$ cat src/vlbp_pkg.sv
// constants, types and shared decode for the local bus port block
package vlbp_pkg;

  // ---------------------------------------------------------------
  // register indices (byte address = index * 4)
  // ---------------------------------------------------------------
  localparam logic [7:0]  REG_CTRL_IDX      = 8'h00;
  localparam logic [7:0]  REG_SELF_ACK_IDX  = 8'h01;
  localparam logic [7:0]  REG_STATUS_IDX    = 8'h02;
  localparam logic [7:0]  REG_WIN_FIRST_IDX = 8'h08;
  localparam logic [7:0]  REG_WIN_LAST_IDX  = 8'h0F;
  localparam int          NUM_WINDOWS       = 8;

  // ---------------------------------------------------------------
  // field positions and reset values
  // ---------------------------------------------------------------
  localparam int          CTRL_FAIL_RELEASE_BIT = 0;
  localparam int          SELF_ACK_HOLD_LSB     = 0;
  localparam int          SELF_ACK_SETUP_LSB    = 8;
  localparam int          STAT_SYSFAIL_BIT      = 0;
  localparam int          STAT_MPORT_BUSY_BIT   = 1;
  localparam int          STAT_MPORT_LOCK_BIT   = 2;
  localparam int          STAT_SPORT_BUSY_BIT   = 3;
  localparam int          STAT_LEGACY_MAP_BIT   = 4;
  localparam int          STAT_LEGACY_DEC_BIT   = 5;
  localparam int          WIN_AM_LSB            = 2;
  localparam int          WIN_BASE_LSB          = 8;
  localparam logic [7:0]  SELF_ACK_DELAY_RST    = 8'h00;
  localparam logic [31:0] WIN_RST               = 32'h0000_0000;
  localparam logic [31:0] WIN_SPAN_UNIT         = 32'h0000_0100;

  // ---------------------------------------------------------------
  // address space constants
  // ---------------------------------------------------------------
  localparam logic [5:0]  AM_CRCSR         = 6'h2F;
  localparam logic [18:0] CSR_BASE_DEFAULT = 19'h7F800;
  localparam logic [18:0] CSR_BASE_LEGACY  = 19'h7FC00;
  localparam int          CSR_BLOCK_LSB    = 10;
  localparam int          APB_ADDR_W       = 12;

  // ---------------------------------------------------------------
  // types
  // ---------------------------------------------------------------
  typedef enum logic [1:0] {CYC_D08, CYC_D16, CYC_D32, CYC_BAD} vlbp_cycle_t;
  typedef enum logic [0:0] {M_IDLE, M_BUSY} vlbp_mst_t;
  typedef enum logic [1:0] {S_IDLE, S_VME, S_END} vlbp_slv_t;

  typedef struct packed {
    vlbp_mst_t         mSt;
    logic              mReq;
    logic [29:0]       mAddr;
    logic [5:0]        mAm;
    logic [31:0]       mWr;
    logic [3:0]        mBv;
    logic              mRwn;
    logic              mLock;
    logic              mSelCrcsr;
    logic [7:0]        mSelWin;
    logic              mSelMstr;
    logic              coreDone;
    logic              coreErr;
    logic [31:0]       coreRd;
    vlbp_slv_t         sSt;
    logic              sAck;
    logic              sNack;
    logic [31:0]       sRd;
    logic              vReq;
    logic [29:0]       vAddr;
    logic [5:0]        vAm;
    logic [31:0]       vWr;
    vlbp_cycle_t       vCyc;
    logic              vRwn;
    logic              vHoldAs;
    logic              vAuto;
    logic              selfDtack;
    logic [7:0]        cnt;
    logic              sysfail;
    logic [7:0]        setupDly;
    logic [7:0]        holdDly;
    logic [7:0][31:0]  win;
    logic [31:0]       prdata;
    logic              pslverr;
  } vlbp_state_t;

  // byte-valid pattern to VME data cycle type
  function automatic vlbp_cycle_t cycleOf(input logic [3:0] bv);
    vlbp_cycle_t c;
    c = CYC_BAD;
    if (bv == 4'h1 || bv == 4'h2 || bv == 4'h4 || bv == 4'h8) begin
      c = CYC_D08;
    end else if (bv == 4'h3 || bv == 4'hC) begin
      c = CYC_D16;
    end else if (bv == 4'hF) begin
      c = CYC_D32;
    end
    return c;
  endfunction

endpackage

$ cat src/vlbp_ports.sv
// local bus master/slave ports with APB control registers
//
// The implementer's own choices: the placing of the registers and the APB interface to the registers.
`timescale 1ns/100ps
module vlbp_ports
  import vlbp_pkg::*;
#(
  parameter logic [7:0]      OPT_WINDOW_PRESENT       = 8'hFF,
  parameter logic [7:0][3:0] OPT_WINDOW_SIZE_EXP      = '0,
  parameter logic            OPT_SYSFAIL_MODE         = 1'b0,
  parameter logic            OPT_RESCIND_ACK          = 1'b0,
  parameter logic            OPT_LEGACY_CSR_MAP       = 1'b0,
  parameter logic            OPT_LEGACY_WINDOW_DECODE = 1'b0
) (
  // clock and reset
  input  wire logic                  clk_sys,
  input  wire logic                  reset,
  // apb slave
  input  wire logic                  psel,
  input  wire logic                  penable,
  input  wire logic                  pwrite,
  input  wire logic [APB_ADDR_W-1:0] paddr,
  input  wire logic [31:0]           pwdata,
  output logic      [31:0]           prdata,
  output logic                       pready,
  output logic                       pslverr,
  // request from the core towards user memory
  input  wire logic                  coreReq,
  input  wire logic [29:0]           coreAddr,
  input  wire logic [5:0]            coreAddrModifier,
  input  wire logic [31:0]           coreDataWr,
  input  wire logic [3:0]            coreByteValid,
  input  wire logic                  coreRwn,
  input  wire logic                  coreFromMaster,
  output logic                       coreDone,
  output logic                       coreErr,
  output logic      [31:0]           coreDataRd,
  // local master port
  output logic                       mportAccReq,
  input  wire logic                  mportAccAck,
  output logic      [29:0]           mportAddr,
  output logic      [5:0]            mportAddrModifier,
  output logic      [31:0]           mportDataWr,
  input  wire logic [31:0]           mportDataRd,
  output logic                       mportRwn,
  output logic                       mportLock,
  output logic      [3:0]            mportByteValid,
  output logic                       mportSelCrcsr,
  output logic      [7:0]            mportSelWindow,
  output logic                       mportSelMaster,
  // local slave port
  input  wire logic                  sportAccReq,
  output logic                       sportAccAck,
  output logic                       sportAccNack,
  input  wire logic                  sportSelCsr,
  input  wire logic                  sportSelVme,
  input  wire logic [29:0]           sportAddr,
  input  wire logic [5:0]            sportAddrModifier,
  input  wire logic [31:0]           sportDataWr,
  output logic      [31:0]           sportDataRd,
  input  wire logic [3:0]            sportByteValid,
  input  wire logic                  sportRwn,
  input  wire logic                  sportLock,
  input  wire logic                  sportAutoAck,
  // vme master engine
  output logic                       vmeReq,
  output logic      [29:0]           vmeAddr,
  output logic      [5:0]            vmeAddrModifier,
  output logic      [31:0]           vmeDataWr,
  output logic      [1:0]            vmeCycle,
  output logic                       vmeRwn,
  output logic                       vmeHoldAs,
  output logic                       vmeSelfAck,
  output logic                       vmeRescindAck,
  input  wire logic                  vmeDone,
  input  wire logic [31:0]           vmeDataRd,
  input  wire logic                  vmeBerr,
  input  wire logic                  vmeAsReleased,
  // system failure
  input  wire logic                  sysResetIn,
  output logic                       sysfailOut
);

  // ---------------------------------------------------------------
  // decode helpers
  // ---------------------------------------------------------------
  vlbp_state_t st_ff;
  vlbp_state_t nxt_st;
  logic [7:0]  winHit;
  logic [7:0]  apbIdx;
  logic        apbMapped;
  logic        apbWrite;
  logic        inUserCsr;
  logic [18:0] csrBase;

  function automatic logic regValid(input logic [7:0] idx);
    logic ok;
    ok = 1'b0;
    if (idx == REG_CTRL_IDX || idx == REG_SELF_ACK_IDX || idx == REG_STATUS_IDX) begin
      ok = 1'b1;
    end else if (idx >= REG_WIN_FIRST_IDX && idx <= REG_WIN_LAST_IDX) begin
      ok = 1'b1;
    end
    return ok;
  endfunction

  function automatic logic [31:0] regRead(input vlbp_state_t s, input logic [7:0] idx);
    logic [31:0] d;
    d = 32'h0000_0000;
    if (idx == REG_SELF_ACK_IDX) begin
      d[SELF_ACK_SETUP_LSB +: 8] = s.setupDly;
      d[SELF_ACK_HOLD_LSB +: 8]  = s.holdDly;
    end else if (idx == REG_STATUS_IDX) begin
      d[STAT_SYSFAIL_BIT]    = s.sysfail;
      d[STAT_MPORT_BUSY_BIT] = s.mReq;
      d[STAT_MPORT_LOCK_BIT] = s.mLock;
      d[STAT_SPORT_BUSY_BIT] = (s.sSt != S_IDLE);
      d[STAT_LEGACY_MAP_BIT] = OPT_LEGACY_CSR_MAP;
      d[STAT_LEGACY_DEC_BIT] = OPT_LEGACY_WINDOW_DECODE;
    end else if (idx >= REG_WIN_FIRST_IDX && idx <= REG_WIN_LAST_IDX) begin
      d = s.win[idx[2:0]];
    end
    return d;
  endfunction

  function automatic logic [31:0] laneMerge(input logic [31:0] o, input logic [31:0] n,
                                            input logic [3:0] bv);
    logic [31:0] r;
    r = o;
    for (int i = 0; i < 4; i++) begin
      if (bv[i]) begin
        r[i*8 +: 8] = n[i*8 +: 8];
      end
    end
    return r;
  endfunction

  function automatic vlbp_state_t regWrite(input vlbp_state_t s, input logic [7:0] idx,
                                           input logic [31:0] d, input logic [3:0] bv);
    vlbp_state_t r;
    logic [31:0] m;
    r = s;
    m = laneMerge(32'h0000_0000, d, bv);
    if (idx == REG_CTRL_IDX) begin
      if (m[CTRL_FAIL_RELEASE_BIT]) begin
        r.sysfail = 1'b0;
      end
    end else if (idx == REG_SELF_ACK_IDX) begin
      m = laneMerge({16'h0000, s.setupDly, s.holdDly}, d, bv);
      r.setupDly = m[SELF_ACK_SETUP_LSB +: 8];
      r.holdDly  = m[SELF_ACK_HOLD_LSB +: 8];
    end else if (idx >= REG_WIN_FIRST_IDX && idx <= REG_WIN_LAST_IDX) begin
      r.win[idx[2:0]] = laneMerge(s.win[idx[2:0]], d, bv);
    end
    return r;
  endfunction

  // ---------------------------------------------------------------
  // window and CSR decode
  // ---------------------------------------------------------------
  genvar g;
  generate
    for (g = 0; g < NUM_WINDOWS; g++) begin : gen_win
      logic [31:0] span;
      logic [31:0] mask;
      logic        baseHit;
      logic        amHit;
      assign span    = WIN_SPAN_UNIT << OPT_WINDOW_SIZE_EXP[g];
      assign mask    = ~(span - 32'h0000_0001);
      assign baseHit = ((({coreAddr, 2'b00} ^ {st_ff.win[g][31:WIN_BASE_LSB], 8'h00})
                        & mask) == 32'h0000_0000);
      // legacy decode compares the base only; function decode also checks the modifier
      assign amHit   = OPT_LEGACY_WINDOW_DECODE ||
                       (st_ff.win[g][WIN_AM_LSB +: 6] == coreAddrModifier);
      assign winHit[g] = OPT_WINDOW_PRESENT[g] && baseHit && amHit;
    end
  endgenerate

  assign csrBase   = OPT_LEGACY_CSR_MAP ? CSR_BASE_LEGACY : CSR_BASE_DEFAULT;
  assign inUserCsr = (coreAddr[16:8] == csrBase[18:CSR_BLOCK_LSB]);
  assign apbIdx    = paddr[9:2];
  assign apbMapped = (paddr[11:10] == 2'b00) && (paddr[1:0] == 2'b00) && regValid(apbIdx);
  assign apbWrite  = psel && penable && pwrite && apbMapped;

  // ---------------------------------------------------------------
  // next state
  // ---------------------------------------------------------------
  always_comb begin
    nxt_st          = st_ff;
    nxt_st.sAck     = 1'b0;
    nxt_st.sNack    = 1'b0;
    nxt_st.coreDone = 1'b0;
    nxt_st.coreErr  = 1'b0;

    // apb: data prepared in setup phase, zero wait states
    if (psel && !penable) begin
      nxt_st.prdata  = apbMapped ? regRead(st_ff, apbIdx) : 32'h0000_0000;
      nxt_st.pslverr = !apbMapped;
    end
    if (apbWrite) begin
      nxt_st = regWrite(nxt_st, apbIdx, pwdata, 4'hF);
    end

    // lock ends when the strobe goes away after a read
    if (st_ff.mSt == M_IDLE && vmeAsReleased) begin
      nxt_st.mLock = 1'b0;
    end

    // master port
    case (st_ff.mSt)
      M_IDLE: begin
        if (coreReq) begin
          nxt_st.mSt       = M_BUSY;
          nxt_st.mReq      = 1'b1;
          nxt_st.mAddr     = coreAddr;
          nxt_st.mAm       = coreAddrModifier;
          nxt_st.mWr       = coreDataWr;
          nxt_st.mBv       = coreByteValid;
          nxt_st.mRwn      = coreRwn;
          nxt_st.mSelMstr  = coreFromMaster;
          nxt_st.mSelCrcsr = !coreFromMaster && coreAddrModifier == AM_CRCSR
                             && !inUserCsr;
          nxt_st.mSelWin   = (coreFromMaster || coreAddrModifier == AM_CRCSR)
                             ? 8'h00 : winHit;
          if (coreRwn && cycleOf(coreByteValid) != CYC_BAD) begin
            nxt_st.mLock = 1'b1;
          end
        end
      end
      M_BUSY: begin
        // all outputs held from the latch until the end
        if (mportAccAck || vmeBerr) begin
          nxt_st.mSt       = M_IDLE;
          nxt_st.mReq      = 1'b0;
          nxt_st.mSelCrcsr = 1'b0;
          nxt_st.mSelWin   = 8'h00;
          nxt_st.mSelMstr  = 1'b0;
          nxt_st.coreDone  = mportAccAck;
          nxt_st.coreErr   = !mportAccAck;
          if (mportAccAck && st_ff.mRwn) begin
            nxt_st.coreRd = mportDataRd;
          end
          if (!st_ff.mRwn || vmeBerr) begin
            nxt_st.mLock = 1'b0;
          end
        end
      end
      default: nxt_st.mSt = M_IDLE;
    endcase

    // slave port
    case (st_ff.sSt)
      S_IDLE: begin
        if (sportAccReq && sportSelCsr && !apbWrite) begin
          // only bits 7..0 of sportAddr select the register
          if (sportRwn) begin
            nxt_st.sRd = regRead(st_ff, sportAddr[7:0]);
          end else begin
            nxt_st = regWrite(nxt_st, sportAddr[7:0], sportDataWr, sportByteValid);
          end
          nxt_st.sAck = 1'b1;
          nxt_st.sSt  = S_END;
        end else if (sportAccReq && sportSelVme && !sportSelCsr
                     && cycleOf(sportByteValid) != CYC_BAD) begin
          nxt_st.sSt       = S_VME;
          nxt_st.vReq      = 1'b1;
          nxt_st.vAddr     = sportAddr;
          nxt_st.vAm       = sportAddrModifier;
          nxt_st.vWr       = sportDataWr;
          nxt_st.vCyc      = cycleOf(sportByteValid);
          nxt_st.vRwn      = sportRwn;
          nxt_st.vAuto     = sportAutoAck;
          nxt_st.selfDtack = 1'b0;
          nxt_st.cnt       = st_ff.setupDly;
          if (sportRwn && sportLock) begin
            nxt_st.vHoldAs = 1'b1;
          end
        end else if (sportAccReq && !sportSelCsr) begin
          // bad select or byte pattern: refuse with a single nack;
          // a CSR request that meets an APB write just waits a cycle
          nxt_st.sNack = 1'b1;
          nxt_st.sSt   = S_END;
        end
      end
      S_VME: begin
        if (vmeBerr) begin
          nxt_st.vReq      = 1'b0;
          nxt_st.selfDtack = 1'b0;
          nxt_st.vHoldAs   = 1'b0;
          nxt_st.sNack     = 1'b1;
          nxt_st.sSt       = S_END;
        end else if (st_ff.vAuto) begin
          // effective delays are the programmed values plus one
          if (st_ff.cnt != 8'h00) begin
            nxt_st.cnt = st_ff.cnt - 8'h01;
          end else if (!st_ff.selfDtack) begin
            nxt_st.selfDtack = 1'b1;
            nxt_st.cnt       = st_ff.holdDly;
          end else begin
            nxt_st.selfDtack = 1'b0;
            nxt_st.vReq      = 1'b0;
            nxt_st.sAck      = 1'b1;
            nxt_st.sSt       = S_END;
            if (!st_ff.vRwn) begin
              nxt_st.vHoldAs = 1'b0;
            end
          end
        end else if (vmeDone) begin
          nxt_st.vReq = 1'b0;
          nxt_st.sAck = 1'b1;
          nxt_st.sSt  = S_END;
          if (st_ff.vRwn) begin
            nxt_st.sRd = vmeDataRd;
          end else begin
            nxt_st.vHoldAs = 1'b0;
          end
        end
      end
      S_END: begin
        // user drops the request after seeing the pulse
        nxt_st.sSt = S_IDLE;
      end
      default: nxt_st.sSt = S_IDLE;
    endcase

    // a system reset re-arms the fail signal; it wins over a release
    if (sysResetIn && OPT_SYSFAIL_MODE) begin
      nxt_st.sysfail = 1'b1;
    end
  end

  // ---------------------------------------------------------------
  // state register
  // ---------------------------------------------------------------
  always_ff @(posedge clk_sys) begin
    if (reset) begin
      st_ff          <= '0;
      st_ff.mSt      <= M_IDLE;
      st_ff.sSt      <= S_IDLE;
      st_ff.vCyc     <= CYC_D08;
      st_ff.setupDly <= SELF_ACK_DELAY_RST;
      st_ff.holdDly  <= SELF_ACK_DELAY_RST;
      st_ff.win      <= {NUM_WINDOWS{WIN_RST}};
      st_ff.sysfail  <= OPT_SYSFAIL_MODE;
    end else begin
      st_ff <= nxt_st;
    end
  end

  // ---------------------------------------------------------------
  // outputs
  // ---------------------------------------------------------------
  assign prdata            = st_ff.prdata;
  assign pready            = 1'b1;
  assign pslverr           = st_ff.pslverr;
  assign coreDone          = st_ff.coreDone;
  assign coreErr           = st_ff.coreErr;
  assign coreDataRd        = st_ff.coreRd;
  assign mportAccReq       = st_ff.mReq;
  assign mportAddr         = st_ff.mAddr;
  assign mportAddrModifier = st_ff.mAm;
  assign mportDataWr       = st_ff.mWr;
  assign mportRwn          = st_ff.mRwn;
  assign mportLock         = st_ff.mLock;
  assign mportByteValid    = st_ff.mBv;
  assign mportSelCrcsr     = st_ff.mSelCrcsr;
  assign mportSelWindow    = st_ff.mSelWin;
  assign mportSelMaster    = st_ff.mSelMstr;
  assign sportAccAck       = st_ff.sAck;
  assign sportAccNack      = st_ff.sNack;
  assign sportDataRd       = st_ff.sRd;
  assign vmeReq            = st_ff.vReq;
  assign vmeAddr           = st_ff.vAddr;
  assign vmeAddrModifier   = st_ff.vAm;
  assign vmeDataWr         = st_ff.vWr;
  assign vmeCycle          = st_ff.vCyc;
  assign vmeRwn            = st_ff.vRwn;
  assign vmeHoldAs         = st_ff.vHoldAs;
  assign vmeSelfAck        = st_ff.selfDtack;
  assign vmeRescindAck     = OPT_RESCIND_ACK;
  assign sysfailOut        = st_ff.sysfail;
endmodule

$ cat config.mk
export PLATFORM = sky130hd
export DESIGN_NAME = vlbp_ports
export DESIGN_NICKNAME = d
export VERILOG_FILES = /design/src/vlbp_pkg.sv /design/src/vlbp_ports.sv
export SDC_FILE = /design/constraint.sdc
export NUM_CORES = 2
export LEC_CHECK = 0
export BUFFER_PORTS_ARGS = -buffer_cell sky130_fd_sc_hd__buf_2
export CORE_MARGIN = 2
export CORE_UTILIZATION = 35
export CTS_CLUSTER_DIAMETER = 80
export DETAILED_ROUTE_END_ITERATION = 8
export HOLD_SLACK_MARGIN = 0.06
export SYNTH_ARGS = -nofsm -noshare
export SYNTH_HDL_FRONTEND = slang
export SYNTH_SLANG_ARGS = --single-unit
$ cat constraint.sdc
create_clock -name clk_sys -period 6 [get_ports clk_sys]
set_input_delay 0.3 -clock clk_sys [delete_from_list [all_inputs] [get_ports clk_sys]]
set_output_delay 0.3 -clock clk_sys [all_outputs]
set_load 0.02 [all_outputs]
==> impl_metrics.json <==
{
  "status": "finished, final reports clean",
  "clkTransAtPathRegs_ns": 0.07,
  "dieWidth_um": 321,
  "timing.fmax_mhz": 229,
  "synth-main-ff-cell": "dfxtp_1",
  "synth.distinct_cells": 80,
  "hpwl_um": 125000,
  "drtIter0Drc": 4753,
  "synthCells": 4229,
  "h-tree-depth": 2,
  "insertion_delay_ns": 0.69,
  "grt_pass1_wl_um": 247000,
  "antenna_left": 0,
  "synth_edf_count": 0,
  "maxSlewHeadroom": 0.0228,
  "nFillCells": 9958,
  "finClkSkew_ns": 0.0307,
  "crit_arrival_ns": 4.88,
  "async_flop_share": 0,
  "viasPerCell": 6.11,
  "grt_pass1_vias": 32800,
  "clock_path_buffers": 3,
  "ctsResizeCount": 0,
  "stdcell_count": 5826,
  "ys_seq_area_frac": 0.311,
  "worstPathMaxFanout": 55,
  "dieArea_um2": 103000,
  "ys_seq_elements": 545,
  "wirelength_um": 178000,
  "start_kind": "register",
  "end_kind": "register",
  "wire_per_inst_um": 30.5,
  "remaining_drc_errors": 0,
  "numPortBuffers": 530,
  "required_ns": 6.52,
  "avgSynthCellArea_um2": 8.30,
  "pin_count": 534,
  "num-nets-final": 4738,
  "start_util": 0.352,
  "firstDrtPassIters": 6,
  "rows": 116,
  "hold_viol": 0,
  "worstMarginPinSlew_ns": 1.46,
  "area_growth_syn_to_layout_pct": 16.9,
  "postCtsSetupRepairBufs": 0,
  "syn_nets": 4501,
  "maxCapViolations": 0,
  "worstHoldPathType": "primary input to register",
  "synth.cell_area_um2": 35100,
  "criticalPathCategory": "register to register",
  "grt_usage": 0.331,
  "tns_ns": 0,
  "setup-violations-final": 0,
  "grt_max_degree": 137,
  "multi_input_area_um2": 20900,
  "drv_slew": 0,
  "fin_crit_sh": 0.727,
  "antenna_found_initial": 26,
  "rsz0062_at_grt": "no",
  "die-height_um": 321,
  "place.gp.congestion": 1.07,
  "cts_tree": "done",
  "p_leak_nw": 16.3,
  "seq_area_um2": 10900,
  "cts_buffers": 60,
  "pwr_density_cell_nw_per_um2": 227,
  "grt-ovfl-total": 0,
  "dp.cells": 5507,
  "fin_crit_ns": 4.36,
  "ir_drop_uv": 192,
  "ys_warn_count": 0,
  "vias": 35600,
  "cts_sinks": 545,
  "root_buffer": "clkbuf_16",
  "core_area_um2": 99700,
  "ctsHoldBuffers": 195,
  "drive_above_1_share": 0.219
}
[synth_stat cells (8+ instances only)]
cell type | instances | area (µm²)
o31ai_1 | 8 | 60.1
nand3_1 | 48 | 240
a21oi_1 | 355 | 1780
a221oi_1 | 44 | 385
o211ai_1 | 18 | 135
dfxtp_1 | 545 | 10900
mux4_2 | 99 | 2230
o21ai_0 | 99 | 495
a22oi_1 | 10 | 75.1
buf_1 | 57 | 214
mux2_2 | 59 | 664
and2_1 | 16 | 100
xnor2_1 | 82 | 718
xor2_1 | 161 | 1410
nand2_1 | 706 | 2650
o221ai_1 | 37 | 324
nor2_1 | 246 | 923
mux2i_1 | 278 | 2780
o22ai_1 | 25 | 156
nor3_1 | 87 | 435
a211oi_2 | 56 | 701
nor4_1 | 57 | 357
o31a_1 | 26 | 228
clkbuf_1 | 300 | 1130
buf_2 | 23 | 115
inv_1 | 16 | 60.1
and3_1 | 21 | 131
nand4_1 | 41 | 257
a211o_1 | 42 | 368
nand2b_1 | 18 | 113
buf_4 | 251 | 1880
a31oi_1 | 13 | 81.3
a211oi_1 | 140 | 1050
a221o_1 | 14 | 140
nor2b_1 | 108 | 676
[critical path, cell delays in order (launching register included)]
cell and delay [ns]:
dfxtp_1 0.68, nor2_1 0.60, and3_1 0.39, nand3_1 0.51
nor3_2 0.76, buf_4 0.77, mux2i_1 0.20, a21oi_1 0.15
nor2_1 0.05
[routing by layer]
metal | wire [µm] | up-vias | GRT usage | share of wire
met5 | 123 | - | 0 | 0.00069
met4 | 14300 | 22 | 0.226 | 0.080
met3 | 21500 | 603 | 0.0993 | 0.12
met2 | 75300 | 2557 | 0.492 | 0.42
met1 | 66600 | 17100 | 0.409 | 0.37
li1 | - | 15300 | - | -
[metrics by stage]
| step | hold WS (ns) | setup WS [ns] | utilization | total power, mW | area (µm²) |
|---|---|---|---|---|---|
| floorplan | 0.376 | 2.81 | - | 4.54 | 35100 |
| detailed placement | 0.443 | 1.57 | 0.370 | 4.99 | 36900 |
| global placement | 0.439 | 1.65 | 0.370 | 4.98 | 36900 |
| finish | 0.0636 | 1.64 | 0.412 | 9.30 | 41000 |
| global route | 0.0834 | 1.57 | 0.412 | 9.49 | 41000 |
| CTS | 0.0601 | 1.69 | 0.411 | 9.27 | 41000 |
[state kept, by name (all words and copies together), names as in the netlist, 2 cells and up]
name / cells
vmeAddr: 30
mportByteValid: 4
mportAddrModifier: 6
prdata: 32
mportDataWr: 32
vmeDataWr: 32
sportDataRd: 32
st_ff: 284
vmeAddrModifier: 6
mportSelWindow: 8
mportAddr: 30
vmeCycle: 2
coreDataRd: 32
[path summary, 6_finish.rpt]
| path | startpoint | end | slack (ns) | cells after the start |
|---|---|---|---|---|
| worst min register to register | vmeCycle[1]$_SDFFE_PP0P_ | vmeCycle[1]$_SDFFE_PP0P_ | 0.45 | 2 |
| worst max-delay path | st_ff[423]$_SDFFE_PP0P_ | st_ff[169]$_SDFF_PP0_ | 1.64 | 8 |
| worst max register to register | st_ff[423]$_SDFFE_PP0P_ | st_ff[169]$_SDFF_PP0_ | 1.64 | 8 |
| worst min-delay path | vmeAsReleased | mportLock$_SDFF_PP0_ | 0.06 | 4 |
[cell usage in the layout, fill, tap and decap left out, types with 15 or more instances in the layout]
master           n
and2_1          15
a211oi_1       140
dfxtp_1        545
nor2_1         245
o211ai_1        18
nand4_1         41
clkbuf_16       60
o22ai_1         25
nand3_1         48
mux2i_1        278
o221ai_1        37
xor2_1         161
inv_1           16
clkbuf_8        15
xnor2_1         82
o31a_1          26
o21ai_0         99
buf_4           90
a21oi_1        355
nand2b_1        16
nor3_1          82
a211o_1         42
mux4_2          99
nand2_1        704
nor2b_1        106
mux2_2          59
and3_1          21
nor4_1          50
dlygate4sd3_1  195
buf_2          524
a211oi_2        56
a221oi_1        44
[logic make-up after synthesis]
kind of cell | after synthesis | synth area share
other | 2 | 0.000214
muxes | 436 | 0.162
adders and majority gates | 1 | 0.000356
buffers and inverters | 657 | 0.0985
and+or+nand+nor | 1392 | 0.179
DFF | 545 | 0.311
xor gates and xnor gates | 243 | 0.0606
AOI/OAI and AO/OA | 953 | 0.189
[area by class of cell]
type / count / share of cell area
multi-input cells: 3027 / 0.509
diodes: 11 / 0.000671
well taps: 1298 / 0.0396
flip-flops and latches: 545 / 0.266
repair buffers: 813 / 0.130
clock inverters: 31 / 0.0116
clock buffers: 82 / 0.0422
inverters: 19 / 0.00174
[report_power, final]
| part | leakage [nW] | internal, mW | switching (mW) |
|---|---|---|---|
| registers | 4.41 | 3.68 | 0.0387 |
| clock network | 1.09 | 2.50 | 1.74 |
| logic | 10.8 | 0.421 | 0.926 |
| total | 16.3 | 6.60 | 2.70 |
Note: power is estimated with default switching activity, not from simulation.
